[config.mk]
export PLATFORM = sky130hd
export DESIGN_NAME = qhp_port
export DESIGN_NICKNAME = d
export VERILOG_FILES = /design/src/logic/qhp_pkg.sv /design/src/logic/qhp_port.sv
export SDC_FILE = /design/constraint.sdc
export NUM_CORES = 1
export LEC_CHECK = 0
export BUFFER_PORTS_ARGS = -buffer_cell sky130_fd_sc_hd__buf_2
export CAP_MARGIN = 15
export CORE_UTILIZATION = 47
export DETAILED_ROUTE_END_ITERATION = 10
export PLACE_DENSITY = 0.85
export SETUP_SLACK_MARGIN = 0.02
export SYNTH_ARGS = -nofsm -noshare
export SYNTH_HDL_FRONTEND = slang
export SYNTH_SLANG_ARGS = --single-unit
[constraint.sdc]
create_clock -name i_clk -period 1.9 [get_ports i_clk]
set_input_delay 0.19 -clock i_clk [delete_from_list [all_inputs] [get_ports i_clk]]
set_output_delay 0.19 -clock i_clk [all_outputs]
set_load 0.005 [all_outputs]
[src/logic/qhp_pkg.sv]
/*
 * Constants of the queue host data port: register offsets, banks, field
 * positions, reset values and the request sequencer states.
 * Assumes a 100 MHz single clock domain shared with the host bus logic.
 */
//
// Behaviour
// - With auto-advance set, each receive data read moves the receive pointer on.
// - Each advance equals the access size: one, two or four bytes.
// - With auto-advance clear, data accesses leave the pointer; host writes it.
// - Receive pointer is eleven bits, read/write, resets to zero, addresses data.
// - Release command reloads the pointer with the next frame start.
// - Low data register reads the receive queue and writes the transmit queue.
// - High data register carries the upper word with the same steering.
// - Data moves correctly at even, odd or doubleword aligned pointers.
// - Byte, word and doubleword data accesses may be mixed freely.
// - Data registers are two words on a 16-bit bus, one on 32-bit.
// - Link change interrupt enable is bit 15, reset zero.
// - Transmit interrupt enable is bit 14, reset zero.
// - Receive interrupt enable is bit 13, reset zero.
// - Receive overrun interrupt enable is bit 11, reset zero.
// - Transmit stopped interrupt enable is bit 9, reset zero.
// - Receive stopped interrupt enable is bit 8, reset zero.
// - Receive error frame interrupt enable is bit 7, reset zero.
// - Host writes release; device frees frame, clears bit; host waits for clear.
// - Interrupt output asserts when a flag and its enable are both set.
// - With transmit auto-advance, data writes advance the transmit pointer by size.
package qhp_pkg;

	// Banks and byte offsets within a bank.
	localparam logic [7:0] QHP_BANK_QUEUE = 8'h11;
	localparam logic [7:0] QHP_BANK_IRQ = 8'h12;
	localparam logic [3:0] QHP_OFS_IRQ_EN = 4'h0;
	localparam logic [3:0] QHP_OFS_RX_PTR = 4'h6;
	localparam logic [3:0] QHP_OFS_DATA_LO = 4'h8;
	localparam logic [3:0] QHP_OFS_DATA_HI = 4'hA;

	// Interrupt enable field positions.
	localparam int QHP_BIT_LINK_CHANGE_IE = 15;
	localparam int QHP_BIT_TRANSMIT_IE = 14;
	localparam int QHP_BIT_RECEIVE_IE = 13;
	localparam int QHP_BIT_RX_OVERRUN_IE = 11;
	localparam int QHP_BIT_TX_STOPPED_IE = 9;
	localparam int QHP_BIT_RX_STOPPED_IE = 8;
	localparam int QHP_BIT_RX_ERROR_IE = 7;
	localparam logic [15:0] QHP_IRQ_EN_MASK = 16'hEB80;
	localparam logic [15:0] QHP_IRQ_EN_RESET = 16'h0000;

	// Receive pointer register fields.
	localparam int QHP_BIT_RX_AUTO = 14;
	localparam int QHP_PTR_W = 11;
	localparam logic [10:0] QHP_PTR_RESET = 11'h000;
	localparam logic QHP_AUTO_RESET = 1'b0;

	// Request sequencer states.
	typedef enum logic {QHP_IDLE, QHP_RD_WAIT} qhp_state_e;

endpackage : qhp_pkg

[src/logic/qhp_port.sv]
/*
 * Host data port of the queue manager: receive pointer with auto-advance,
 * the low and high data registers steering reads to the receive queue and
 * writes to the transmit queue, and the interrupt enable register.
 * Assumes the host bus strobes, receive buffer and flags are on i_clk, the
 * receive buffer answers four bytes from o_rxq_addr in the cycle o_rxq_rd
 * is high, and the release command and transmit pointer live next door.
 */
module qhp_port
	import qhp_pkg::*;
#(
	parameter bit BUS16 = 1'b0
)
(
	input wire logic i_clk,
	input wire logic i_resetn,
	input wire logic [7:0] i_bank,
	input wire logic [3:0] i_addr,
	input wire logic [3:0] i_be,
	input wire logic i_rd,
	input wire logic i_wr,
	input wire logic [31:0] i_wdata,
	output logic [31:0] o_rdata,
	output logic o_rvalid,
	output logic o_busy,
	output logic o_rxq_rd,
	output logic [10:0] o_rxq_addr,
	input wire logic [31:0] i_rxq_rdata,
	input wire logic i_rx_release,
	input wire logic [10:0] i_rx_next_start,
	output logic o_txq_wr,
	output logic [31:0] o_txq_wdata,
	output logic [2:0] o_txq_count,
	input wire logic i_tx_auto_advance,
	output logic o_tx_advance,
	output logic [2:0] o_tx_advance_by,
	input wire logic [15:0] i_irq_flags,
	output logic o_irq
);

	////////////////////////////////////////////////////////////////////////////////////////
	// State.

	typedef struct packed {
		qhp_state_e state;
		logic [15:0] irq_en;
		logic rx_auto;
		logic [10:0] rx_ptr;
		logic [31:0] rdata;
		logic rvalid;
		logic busy;
		logic [1:0] rd_lane;
		logic rd_hi16;
		logic rxq_rd;
		logic [10:0] rxq_addr;
		logic txq_wr;
		logic [31:0] txq_wdata;
		logic [2:0] txq_count;
		logic tx_adv;
		logic [2:0] tx_adv_by;
		logic irq;
	} qhp_state_s;

	qhp_state_s s;
	qhp_state_s next_s;

	// Lowest enabled byte lane of an access.
	function automatic logic [1:0] qhp_low_lane(input logic [3:0] be);
		logic [1:0] l;
		l = 2'h0;
		for (int k = 3; k >= 0; k--)
		begin
			if (be[k])
				l = k[1:0];
		end
		return l;
	endfunction : qhp_low_lane

	// Number of enabled byte lanes, which is the access size.
	function automatic logic [2:0] qhp_count(input logic [3:0] be);
		logic [2:0] c;
		c = 3'h0;
		for (int k = 0; k < 4; k++)
			c = c + {2'h0, be[k]};
		return c;
	endfunction : qhp_count

	////////////////////////////////////////////////////////////////////////////////////////
	// Access decode.

	logic hi16;
	logic [3:0] be32;
	logic [31:0] wd32;
	logic [1:0] low;
	logic [2:0] cnt;
	logic hit_data;
	logic hit_ptr;
	logic hit_ien;
	logic take_rd;
	logic take_wr;
	logic rd_data_take;
	logic wr_data_take;
	logic [10:0] ptr_plus;

	// A 16-bit host reaches the upper word at its own address; fold it into 32-bit lanes.
	assign hi16 = BUS16 & i_addr[1];
	assign be32 = hi16 ? {i_be[1:0], 2'h0} : i_be;
	assign wd32 = hi16 ? {i_wdata[15:0], 16'h0000} : i_wdata;
	assign low = qhp_low_lane(be32);
	assign cnt = qhp_count(be32);
	assign hit_data = (i_bank == QHP_BANK_QUEUE) &&
		(i_addr[3:2] == QHP_OFS_DATA_LO[3:2]);
	assign hit_ptr = (i_bank == QHP_BANK_QUEUE) && (i_addr[3:2] == QHP_OFS_RX_PTR[3:2]);
	assign hit_ien = (i_bank == QHP_BANK_IRQ) && (i_addr[3:2] == QHP_OFS_IRQ_EN[3:2]);
	assign take_rd = (s.state == QHP_IDLE) && i_rd && !i_wr;
	assign take_wr = (s.state == QHP_IDLE) && i_wr && !i_rd;
	assign rd_data_take = take_rd && hit_data;
	assign wr_data_take = take_wr && hit_data;
	assign ptr_plus = s.rx_ptr + {8'h00, cnt};

	////////////////////////////////////////////////////////////////////////////////////////
	// Next state.

	// Sequences each host request and updates registers and queue strobes.
	always_comb
	begin
		logic [15:0] ptr_val;
		logic [15:0] bmask;
		logic [31:0] place;
		ptr_val = {1'b0, s.rx_auto, 3'h0, s.rx_ptr};
		bmask = {{8{be32[3]}}, {8{be32[2]}}};
		place = 32'h0000_0000;
		next_s = s;
		next_s.rvalid = 1'b0;
		next_s.rxq_rd = 1'b0;
		next_s.txq_wr = 1'b0;
		next_s.tx_adv = 1'b0;
		next_s.irq = |(i_irq_flags & s.irq_en);
		case (s.state)
			QHP_IDLE:
			begin
				if (rd_data_take)
				begin
					next_s.rxq_rd = 1'b1;
					next_s.rxq_addr = s.rx_ptr;
					next_s.rd_lane = low;
					next_s.rd_hi16 = hi16;
					next_s.busy = 1'b1;
					next_s.state = QHP_RD_WAIT;
					if (s.rx_auto)
						next_s.rx_ptr = ptr_plus;
				end
				else if (take_rd)
				begin
					if (hit_ptr)
						place = {ptr_val, 16'h0000};
					else if (hit_ien)
						place = {16'h0000, s.irq_en};
					next_s.rdata = hi16 ? {16'h0000, place[31:16]} : place;
					next_s.rvalid = 1'b1;
				end
				if (wr_data_take)
				begin
					next_s.txq_wr = 1'b1;
					next_s.txq_wdata = wd32 >> {low, 3'h0};
					next_s.txq_count = cnt;
					next_s.tx_adv = i_tx_auto_advance;
					next_s.tx_adv_by = cnt;
				end
				else if (take_wr && hit_ptr)
				begin
					if (be32[2])
						next_s.rx_ptr[7:0] = wd32[23:16];
					if (be32[3])
					begin
						next_s.rx_ptr[10:8] = wd32[26:24];
						next_s.rx_auto = wd32[16 + QHP_BIT_RX_AUTO];
					end
				end
				else if (take_wr && hit_ien)
				begin
					bmask = {{8{be32[1]}}, {8{be32[0]}}};
					next_s.irq_en = ((s.irq_en & ~bmask) | (wd32[15:0] & bmask)) &
						QHP_IRQ_EN_MASK;
				end
			end
			QHP_RD_WAIT:
			begin
				place = i_rxq_rdata << {s.rd_lane, 3'h0};
				next_s.rdata = s.rd_hi16 ? {16'h0000, place[31:16]} : place;
				next_s.rvalid = 1'b1;
				next_s.busy = 1'b0;
				next_s.state = QHP_IDLE;
			end
			default:
			begin
				next_s.state = QHP_IDLE;
				next_s.busy = 1'b0;
			end
		endcase
		// A release outranks any advance in the same cycle.
		if (i_rx_release)
			next_s.rx_ptr = i_rx_next_start;
	end

	////////////////////////////////////////////////////////////////////////////////////////
	// State register.

	// Registers the whole state; reset values are constants only.
	always_ff @(posedge i_clk or negedge i_resetn)
	begin
		if (!i_resetn)
		begin
			s <= '0;
			s.state <= QHP_IDLE;
			s.irq_en <= QHP_IRQ_EN_RESET;
			s.rx_auto <= QHP_AUTO_RESET;
			s.rx_ptr <= QHP_PTR_RESET;
		end
		else
			s <= next_s;
	end

	// Outputs come straight from the state flops.
	assign o_rdata = s.rdata;
	assign o_rvalid = s.rvalid;
	assign o_busy = s.busy;
	assign o_rxq_rd = s.rxq_rd;
	assign o_rxq_addr = s.rxq_addr;
	assign o_txq_wr = s.txq_wr;
	assign o_txq_wdata = s.txq_wdata;
	assign o_txq_count = s.txq_count;
	assign o_tx_advance = s.tx_adv;
	assign o_tx_advance_by = s.tx_adv_by;
	assign o_irq = s.irq;
endmodule : qhp_port

Word-level counts from Yosys, hierarchy flattened
Index checks and enable logic that the tools add are counted.
Widths: inputs -> output; s select.
{"block": "totals", "wordCells": 79, "in_bits": 113, "ff_bits": 106, "out_inout_bits": 87}
{"block": "classes", "add_sub_neg": 4, "eq_ne": 8, "mux": 22, "n_bitwise": 8, "shifts": 2, "reduce_logical": 20}
{"operator": "$pmux 34 s2", "count": 1}
{"operator": "$mux 11", "count": 6}
{"operator": "$mux 33", "count": 2}
{"operator": "$mux 52", "count": 1}
{"operator": "$and 16x16->16", "count": 3}
{"operator": "$mux 40", "count": 1}
{"operator": "$mux 16", "count": 2}
{"operator": "$shl 32x5->32", "count": 1}
{"operator": "$shr 32x5->32", "count": 1}
{"operator": "$mux 31", "count": 1}
{"operator": "$eq 8x5->1 const B", "count": 2}
{"operator": "$not 16->16", "count": 1}
{"operator": "$or 16x16->16", "count": 1}
{"operator": "$reduce_or 16->1", "count": 1}
{"operator": "$add 11x3->11", "count": 1}
{"operator": "$logic_and 1x1->1", "count": 11}
{"operator": "$mux 2", "count": 4}
{"operator": "$mux 8", "count": 1}
{"operator": "$ne 2x2->1 const B", "count": 4}
{"operator": "$reduce_and 4->1", "count": 2}
{"operator": "$reduce_and 2->1", "count": 3}
{"operator": "$add 2x1->3", "count": 1}
{"operator": "$add 3x1->3", "count": 1}
{"operator": "$mux 3", "count": 1}
{"operator": "8 further kinds", "count": 11}

Longest topological paths before layout
Gate-level depths: netlist of the first run.
{"block": "depth", "depth_word": 11, "depth_mapped": 10, "depth_no_buf": 10}

Least setup slack after synthesis of the first run
No wires, ideal clock.
{"block": "synth_timing", "path_type": "input to register", "start": "input port i_be[0]", "end": "register s[100] in the netlist's numbering", "setup_ps": 142, "required_ps": 1758, "stages": 10, "arrival_ps": 2185, "n_path_buf": 0, "slack_ps": -427, "cell_sequence": "fa_1 > ha_1 > ha_1 > inv_1 > fa_1 > inv_1 > a21o_1 > nand4_1 > xor2_1 > o221ai_1"}
{"block": "synth_between", "elab_chain_cells": 11}
{"item": "start, declared", "line": "qhp_port.sv:19", "rtl": "input wire logic [3:0] i_be,"}
{"item": "$add 1x1->2 (*)", "line": "qhp_port.sv:84", "rtl": "c = c + {2'h0, be[k]};"}
{"item": "$add 2x1->3 (*)", "line": "qhp_port.sv:84"}
{"item": "$add 3x1->3 (*)", "line": "qhp_port.sv:84"}
{"item": "named net cnt[1]", "line": "qhp_port.sv:95", "rtl": "logic [2:0] cnt;"}
{"item": "$add 11x3->11 (*)", "line": "qhp_port.sv:119", "rtl": "assign ptr_plus = s.rx_ptr + {8'h00, cnt};"}
{"item": "$mux 11 (*)", "line": "qhp_port.sv:150", "rtl": "if (s.rx_auto)"}
{"item": "$mux 11 (*)", "line": "qhp_port.sv:142", "rtl": "if (rd_data_take)"}
{"item": "$mux 3", "line": "qhp_port.sv:174", "rtl": "if (be32[3])"}
{"item": "$mux 11", "line": "qhp_port.sv:170", "rtl": "else if (take_wr && hit_ptr)"}
{"item": "$mux 11 (*)", "line": "qhp_port.sv:162", "rtl": "if (wr_data_take)"}
{"item": "$mux 11 (*)", "line": "qhp_port.sv:139", "rtl": "case (s.state)"}
{"item": "$mux 11 (*)", "line": "qhp_port.sv:202", "rtl": "if (i_rx_release)"}
{"item": "end signal, assigned", "line": "qhp_port.sv:221", "rtl": "s <= next_s;"}
{"item": "end, declared", "line": "qhp_port.sv:64", "rtl": "qhp_state_s s;"}
The timed path passes the listed nets; every way through them passes the cells marked *. The select of a mux whose other input is x is not followed.
A chain may end at the register's enable or synchronous reset.

Worst setup path after layout of the first run
{"block": "layout_timing", "start": "input port i_be[1]", "end": "register s[100] in the netlist's numbering"}
Same word-level chain as after synthesis.

==> out/results.ini, run 1 <==
[global_route]
grt_max_degree=54
grt_pass1_wl_mm=27.39
grt_use_total=0.2764
overflow=0
grt_pass1_vias=4983
antenna_found_initial=0

[pwr]
ir_drop_v=0.0005326
power.total_w=0.005180
powerDensity_nw_per_um2=666.7
p_leak_nw=4.130

[worst_setup_path]
end_kind=flop
criticalPathCategory=in -> reg
cp.required_ns=2.12
cp.arrival_ns=2.33
worstSetupStartpointType=input pin
cp_max_fo=4

[placement]
placed_cells=909
placed_area_um2=7093
port_buffers=188
gp_congestion=0.8983
dpl.hpwl_mm=13.62

[synthesis]
synth.top_cell.area_share=0.4282
async_flop_share=1.000
synth.area.top_cells=dfrtp_1 43%, buf_4 9.9%, mux2i_1 8.2%
ys_seq_area_frac=0.4282
yosysUniqueCellTypes=58
avgSynthCellArea_um2=10.04
syn_area_um2=6136
netlist_top_cells_count=105 x dfrtp_1, 81 x buf_4, 72 x nand2_1, 50 x mux2i_1, 31 x nor2_1
synth_edf_count=0
yosys_warnings=0
synth.most_common_cell=dfrtp_1
synthesis.nets=731
ys_ff_latch=105
synth_largest_area_cell=dfrtp_1
syn_inst=611
synth_ff_type=dfrtp_1

[sta]
worst_slack_ns=-0.2116
drv_slew=0
finalClockSkew_ns=0.006071
fin_hold_ws_ns=0.04040
post-route-period-util=1.111
relSlewSlack=0.2993
setup_viol=9
rsz0062_at_grt=true
hold_viol=0
fmax_mhz=473.6
tightest_slew_ns=1.051
fin_crit_ns=2.112

[drt]
num_vias=5339
antenna_left=0
drcViolationCount=0
wl_per_cell_um=20.07
wl_mm=18.89
first_pass_iters=7
drt_iter0_markers=648
vias_per_cell=5.674

[clock_tree]
cts_made_buffers=9
cts_buffer_depth=2
cts_root_buf=clkbuf_16
cts_tree=built
insertion_delay_ns=0.36
clkTransAtPathRegs_ns=0.07
cts_max_level=3
cts.sinks=105

[final_layout]
final_nets=884
drive_above_1_share=0.4356
final_util=0.6132
finish.instance_area_um2=7770
fin_cells=941
antennaDiodeCount=0
synthToLayoutAreaGrowth_pct=26.63
n_fill_cell=1055

[outcome]
outcome=complete, but fails checks
violations=setup timing

[die]
num_rows=41
pin_count=200
die_w_um=116.3
start_util=0.4843
coreArea_um2=12670
dieArea_um2=13520
die_h_um=116.3

[job]
maxCapViolCount=0

[hold_path]
hold_path_class=in -> reg

layout by cell type, fill, tap and decap left out, types with 8 or more instances in the layout:
| cell | n |
|---|---|
| mux2_4 | 12 |
| o31ai_1 | 8 |
| buf_6 | 10 |
| mux2_2 | 15 |
| a2bb2oi_1 | 8 |
| nor2b_1 | 10 |
| nor2_1 | 30 |
| nand3_1 | 11 |
| buf_4 | 49 |
| o21ai_0 | 14 |
| buf_12 | 8 |
| inv_1 | 21 |
| buf_2 | 185 |
| clkbuf_16 | 12 |
| a21oi_1 | 14 |
| nand2_1 | 69 |
| dfrtp_1 | 105 |
| a222oi_1 | 14 |
| mux2i_1 | 50 |
registers in the layout (all words and copies together), names as in the netlist, named ones only:
signal and cells:
o_busy 1, o_irq 1, o_rdata 32, o_rvalid 1
o_rxq_addr 11, o_rxq_rd 1, o_tx_advance 1, o_tx_advance_by 3
o_txq_wdata 32, o_txq_wr 1, s 14
cells by family after synthesis:
kind of cell,count (synthesis),share of synthesized area
AND/OR/NAND/NOR,159,0.1293
buffers and inverters,140,0.1381
AO/OA/AOI/OAI,114,0.1413
flip-flops,105,0.4282
multiplexers,77,0.1336
XOR/XNOR,9,0.01285
adder cells (fa/ha/maj),7,0.01672
path summary, 6_finish.rpt:
kind	depth (start not counted)	slack [ns]	endpoint	start
max in group asynchronous	3	1.04	o_txq_wdata[28]	i_resetn
worst min register to register	2	0.46	o_txq_wdata[26]	o_txq_wdata[26]
worst max register to register	6	-0.01	s[95]	o_rxq_rd
worst max-delay path	11	-0.21	s[100]	i_be[1]
min in group asynchronous	2	0.27	o_busy	i_resetn
worst min-delay path	2	0.04	o_tx_advance	i_tx_auto_advance
cell type report:
type	instances	area, um^2	share of cell area
flip-flops and latches	105	2628	0.3382
well taps	172	215.2	0.02770
clock inverters	6	90.09	0.01159
inverters	24	92.59	0.01192
multi-input cells	366	2824	0.3634
repair buffers	258	1682	0.2164
clock buffers	10	239.0	0.03076
metal layers:
layer / track usage / part of all wire / up-vias
met5: 0 / 0 / -
met4: 0.1026 / 0.031 / 0
met3: 0.06902 / 0.088 / 45
met2: 0.4505 / 0.48 / 300
met1: 0.3552 / 0.41 / 2584
li1: - / - / 2410
critical path, stage by stage:
cell and delay, ns:
buf_8 0.10, fa_2 0.49, ha_4 0.30, ha_4 0.13
inv_2 0.04, fa_2 0.40, inv_2 0.08, a21o_1 0.19
nand4_1 0.12, xor2_1 0.17, o221ai_1 0.12
power breakdown:
group	switching [W]	internal, W	total (W)
combinational	0.000420	0.000375	0.000795
sequential	0.0000442	0.00227	0.00231
clock	0.000879	0.00120	0.00208
what timing repair did:
item / 4_1_cts / 5_1_grt
pin swaps: 14 / 20
gates cloned: 0 / 3
endpoints found under the hold margin: 19 / 0
endpoints found under the setup margin: 43 / 49
hold buffers: 1 / 0
setup buffers: 4 / 8
gates resized for setup: 14 / 26
metrics by stage:
stage	TNS, ns	setup WS, ns
after detailed placement	-7.239	-0.6195
final	-1.121	-0.2116
after floorplan	-2.188	-0.3220
after CTS	-1.072	-0.2205
after global routing	-1.623	-0.2112
after global placement	-5.855	-0.5361
Note: power is estimated with default switching activity, not from simulation.
==> inputs of run 2 (changes only) <==
ABC_AREA = 1   (was not set)
CTS_CLUSTER_DIAMETER = 30   (was not set)
PLACE_DENSITY = 0.84   (was 0.85)
==> run 2 against run 1 <==
The flow still finishes with violations (setup timing). Utilization fell by 3.2 points. Fmax decreased by 6.3%. Sequential cell count unchanged. Sequential power about the same. Critical path depth is 8 higher. Die area up 5.7%. Routed wire length increased by 4.2%. Clock skew rose by 0.0023 ns. Clock power decreased by 3%. First-iteration DRC count is 3.5% lower. Critical endpoint is now s[96]. Largest power group unchanged.
==> out/results.ini, run 2 <==
[outcome]
outcome=complete, but fails checks
violations=setup timing

[synthesis]
yosys_warnings=0  ; unchanged
synth_largest_area_cell=dfrtp_1
synthesis.nets=998  ; +37%
ys_ff_latch=105  ; unchanged
ys_seq_area_frac=0.4045  ; -0.02368
netlist_top_cells_count=272 x nand2_1, 105 x dfrtp_1, 105 x o21ai_0, 82 x buf_4, 82 x inv_1
syn_area_um2=6495  ; +5.9%
synth_ff_type=dfrtp_1
synth.top_cell.area_share=0.4045  ; -0.02368
syn_inst=878  ; +44%
synth.most_common_cell=nand2_1
async_flop_share=1.000  ; unchanged
avgSynthCellArea_um2=7.397  ; -26%
yosysUniqueCellTypes=38  ; -34%
synth.area.top_cells=dfrtp_1 40%, nand2_1 16%, buf_4 9.5%
synth_edf_count=0  ; unchanged

[sta]
rsz0062_at_grt=true
tightest_slew_ns=0.5783  ; -0.4726 ns
drv_slew=0  ; unchanged
post-route-period-util=1.186  ; +0.07476
fin_crit_ns=2.254  ; +0.1421 ns
fmax_mhz=443.7  ; -6.3%
relSlewSlack=0.6145  ; +0.3152
finalClockSkew_ns=0.008412  ; +0.002341 ns
hold_viol=0  ; unchanged
worst_slack_ns=-0.3536  ; -0.1421 ns
setup_viol=9  ; unchanged

[worst_setup_path]
criticalPathCategory=in -> reg
reg2reg_depth=16  ; +10
cp.arrival_ns=2.51  ; +0.18 ns
end_kind=flop
cp_max_fo=5  ; +1
worstSetupStartpointType=input pin
cp.required_ns=2.15  ; +0.03 ns

[die]
start_util=0.4866  ; +0.002345
die_w_um=119.6  ; +2.8%
num_rows=42  ; +2.4%
die_h_um=119.6  ; +2.8%
coreArea_um2=13350  ; +5.3%
dieArea_um2=14290  ; +5.7%
pin_count=200  ; unchanged

[clock_tree]
cts_tree=built
insertion_delay_ns=0.36  ; about the same
clkTransAtPathRegs_ns=0.08  ; about the same
cts_made_buffers=9  ; unchanged
cts_max_level=3  ; unchanged
cts_root_buf=clkbuf_16
cts_buffer_depth=2  ; unchanged
cts.sinks=105  ; unchanged

[final_layout]
multi_input_area_um2=2893  ; +2.4%
final_nets=1125  ; +27%
synthToLayoutAreaGrowth_pct=19.48
most-common-layout-cells=267 x nand2_1, 185 x buf_2, 105 x dfrtp_1, 102 x o21ai_0, 79 x inv_1
drive_above_1_share=0.3000  ; -0.1356
n_fill_cell=1246  ; +18%
final_common_cell=nand2_1
ff_latch_area_um2=2628  ; unchanged

[global_route]
overflow=0  ; unchanged
grt_pass1_vias=6006  ; +21%
antenna_found_initial=1  ; +1
grt_max_degree=106  ; +96%
grt_pass1_wl_mm=30.78  ; +12%
grt_use_total=0.2779  ; +0.001515

[hold_path]
worstHoldPathCells=3  ; +1
hold_path_class=in -> reg

[drt]
first_pass_iters=6  ; -1
vias_per_cell=5.372  ; -5.3%
drcViolationCount=0  ; unchanged
wl_per_cell_um=16.57  ; -17%
wl_mm=19.67  ; +4.2%
antenna_left=0  ; unchanged
num_vias=6376  ; +19%
drt_iter0_markers=625  ; -3.5%

[pwr]
ir_drop_v=0.0004217  ; -21%
power.total_w=0.005107  ; -1.4%
powerDensity_nw_per_um2=658.2  ; -1.3%
p_leak_nw=4.181  ; +1.2%

[placement]
place_ws_ns=-0.7218  ; -0.1023 ns
gp_congestion=0.9382  ; +4.4%
dpl.hpwl_mm=14.61  ; +7.3%
port_buffers=188  ; unchanged

[job]
maxCapViolCount=0  ; unchanged

run 2: changes by cell type in the layout (fill, tap and decap cells not counted), moves of 10 or more:
cell	previous run	this run
nand2_1	69	267
o21ai_0	14	102
inv_1	21	79
mux2i_1	50	0
nand3_1	11	44
mux2_2	15	0
a222oi_1	14	0
mux2_4	12	0
o311ai_0	0	11
nor2b_1	10	0
run 2: area by class of cell:
cell class | instances | share of cell area
clock buffer | 9 | 0.02902
timing repair buffer | 234 | 0.1749
tap | 176 | 0.02838
inverter | 89 | 0.04370
multi-input combinational | 566 | 0.3728
antenna | 1 | 0.0003225
sequential | 105 | 0.3386
clock inverter | 7 | 0.01225
run 2: logic make-up after synthesis:
family                   after synthesis  share of synthesized area
adder cells (fa/ha/maj)                7                    0.01580
AO/OA/AOI/OAI                        171                     0.1537
buffers and inverters                207                     0.1716
flip-flops                           105                     0.4045
AND/OR/NAND/NOR                      388                     0.2543
run 2: per-stage QoR:
step             util  TNS (ns)  hold slack, ns  cell area [um^2]  cells
2_1_floorplan       -    -2.867         -0.1056              6575    878
3_3_place_gp   0.5473    -5.037          0.3052              7306   1164
3_5_place_dp   0.5473    -5.857          0.3163              7306   1164
4_1_cts        0.5769    -1.733         0.01693              7700   1183
5_1_grt        0.5814    -3.174         0.05415              7760   1187
6_report       0.5814    -2.179         0.02116              7760   1187
run 2: layer usage:
| metal | vias to the layer above | part of all wire | global-route usage |
|---|---|---|---|
| li1 | 3016 | - | - |
| met1 | 2963 | 0.41 | 0.3731 |
| met2 | 358 | 0.47 | 0.4408 |
| met3 | 39 | 0.095 | 0.05798 |
| met4 | 0 | 0.023 | 0.1070 |
| met5 | - | 0 | 0 |
run 2: worst max-delay path, cell delays in order:
cell and delay, ns:
buf_6 0.10, fa_1 0.52, ha_4 0.19, ha_4 0.26
inv_2 0.04, fa_2 0.38, inv_2 0.08, nand2_4 0.06
nand2_4 0.08, buf_4 0.12, nand2_2 0.04, nand2_1 0.07
nand2_1 0.05, nand2_1 0.05, nand2_1 0.05, nand2_1 0.05
nand3_1 0.06, nand2_1 0.06, nand2_1 0.05
run 2: final timing paths:
check,slack (ns),startpoint,to
worst max-delay path,-0.35,i_be[1],s[96]
min in group asynchronous,0.42,i_resetn,o_rdata[0]
worst min-delay path,0.02,i_tx_auto_advance,o_tx_advance
worst max register to register,0.02,s[90],s[96]
max in group asynchronous,1.03,i_resetn,s[97]
worst min register to register,0.48,o_txq_wdata[24],o_txq_wdata[24]
run 2: report_power, final:
| part | leakage [nW] | switching, W | total (W) | internal (W) |
|---|---|---|---|---|
| logic | 2.59 | 0.000478 | 0.000791 | 0.000313 |
| registers | 1.44 | 0.0000310 | 0.00229 | 0.00226 |
| clock network | 0.157 | 0.000957 | 0.00202 | 0.00107 |
run 2: what timing repair did:
| item | 4_1_cts | 5_1_grt |
|---|---|---|
| setup buffers | 2 | 4 |
| hold endpoints to repair | 105 | 0 |
| hold buffers | 1 | 0 |
| gates resized for setup | 12 | 8 |
| pin swaps | 24 | 18 |
| setup endpoints to repair | 10 | 22 |
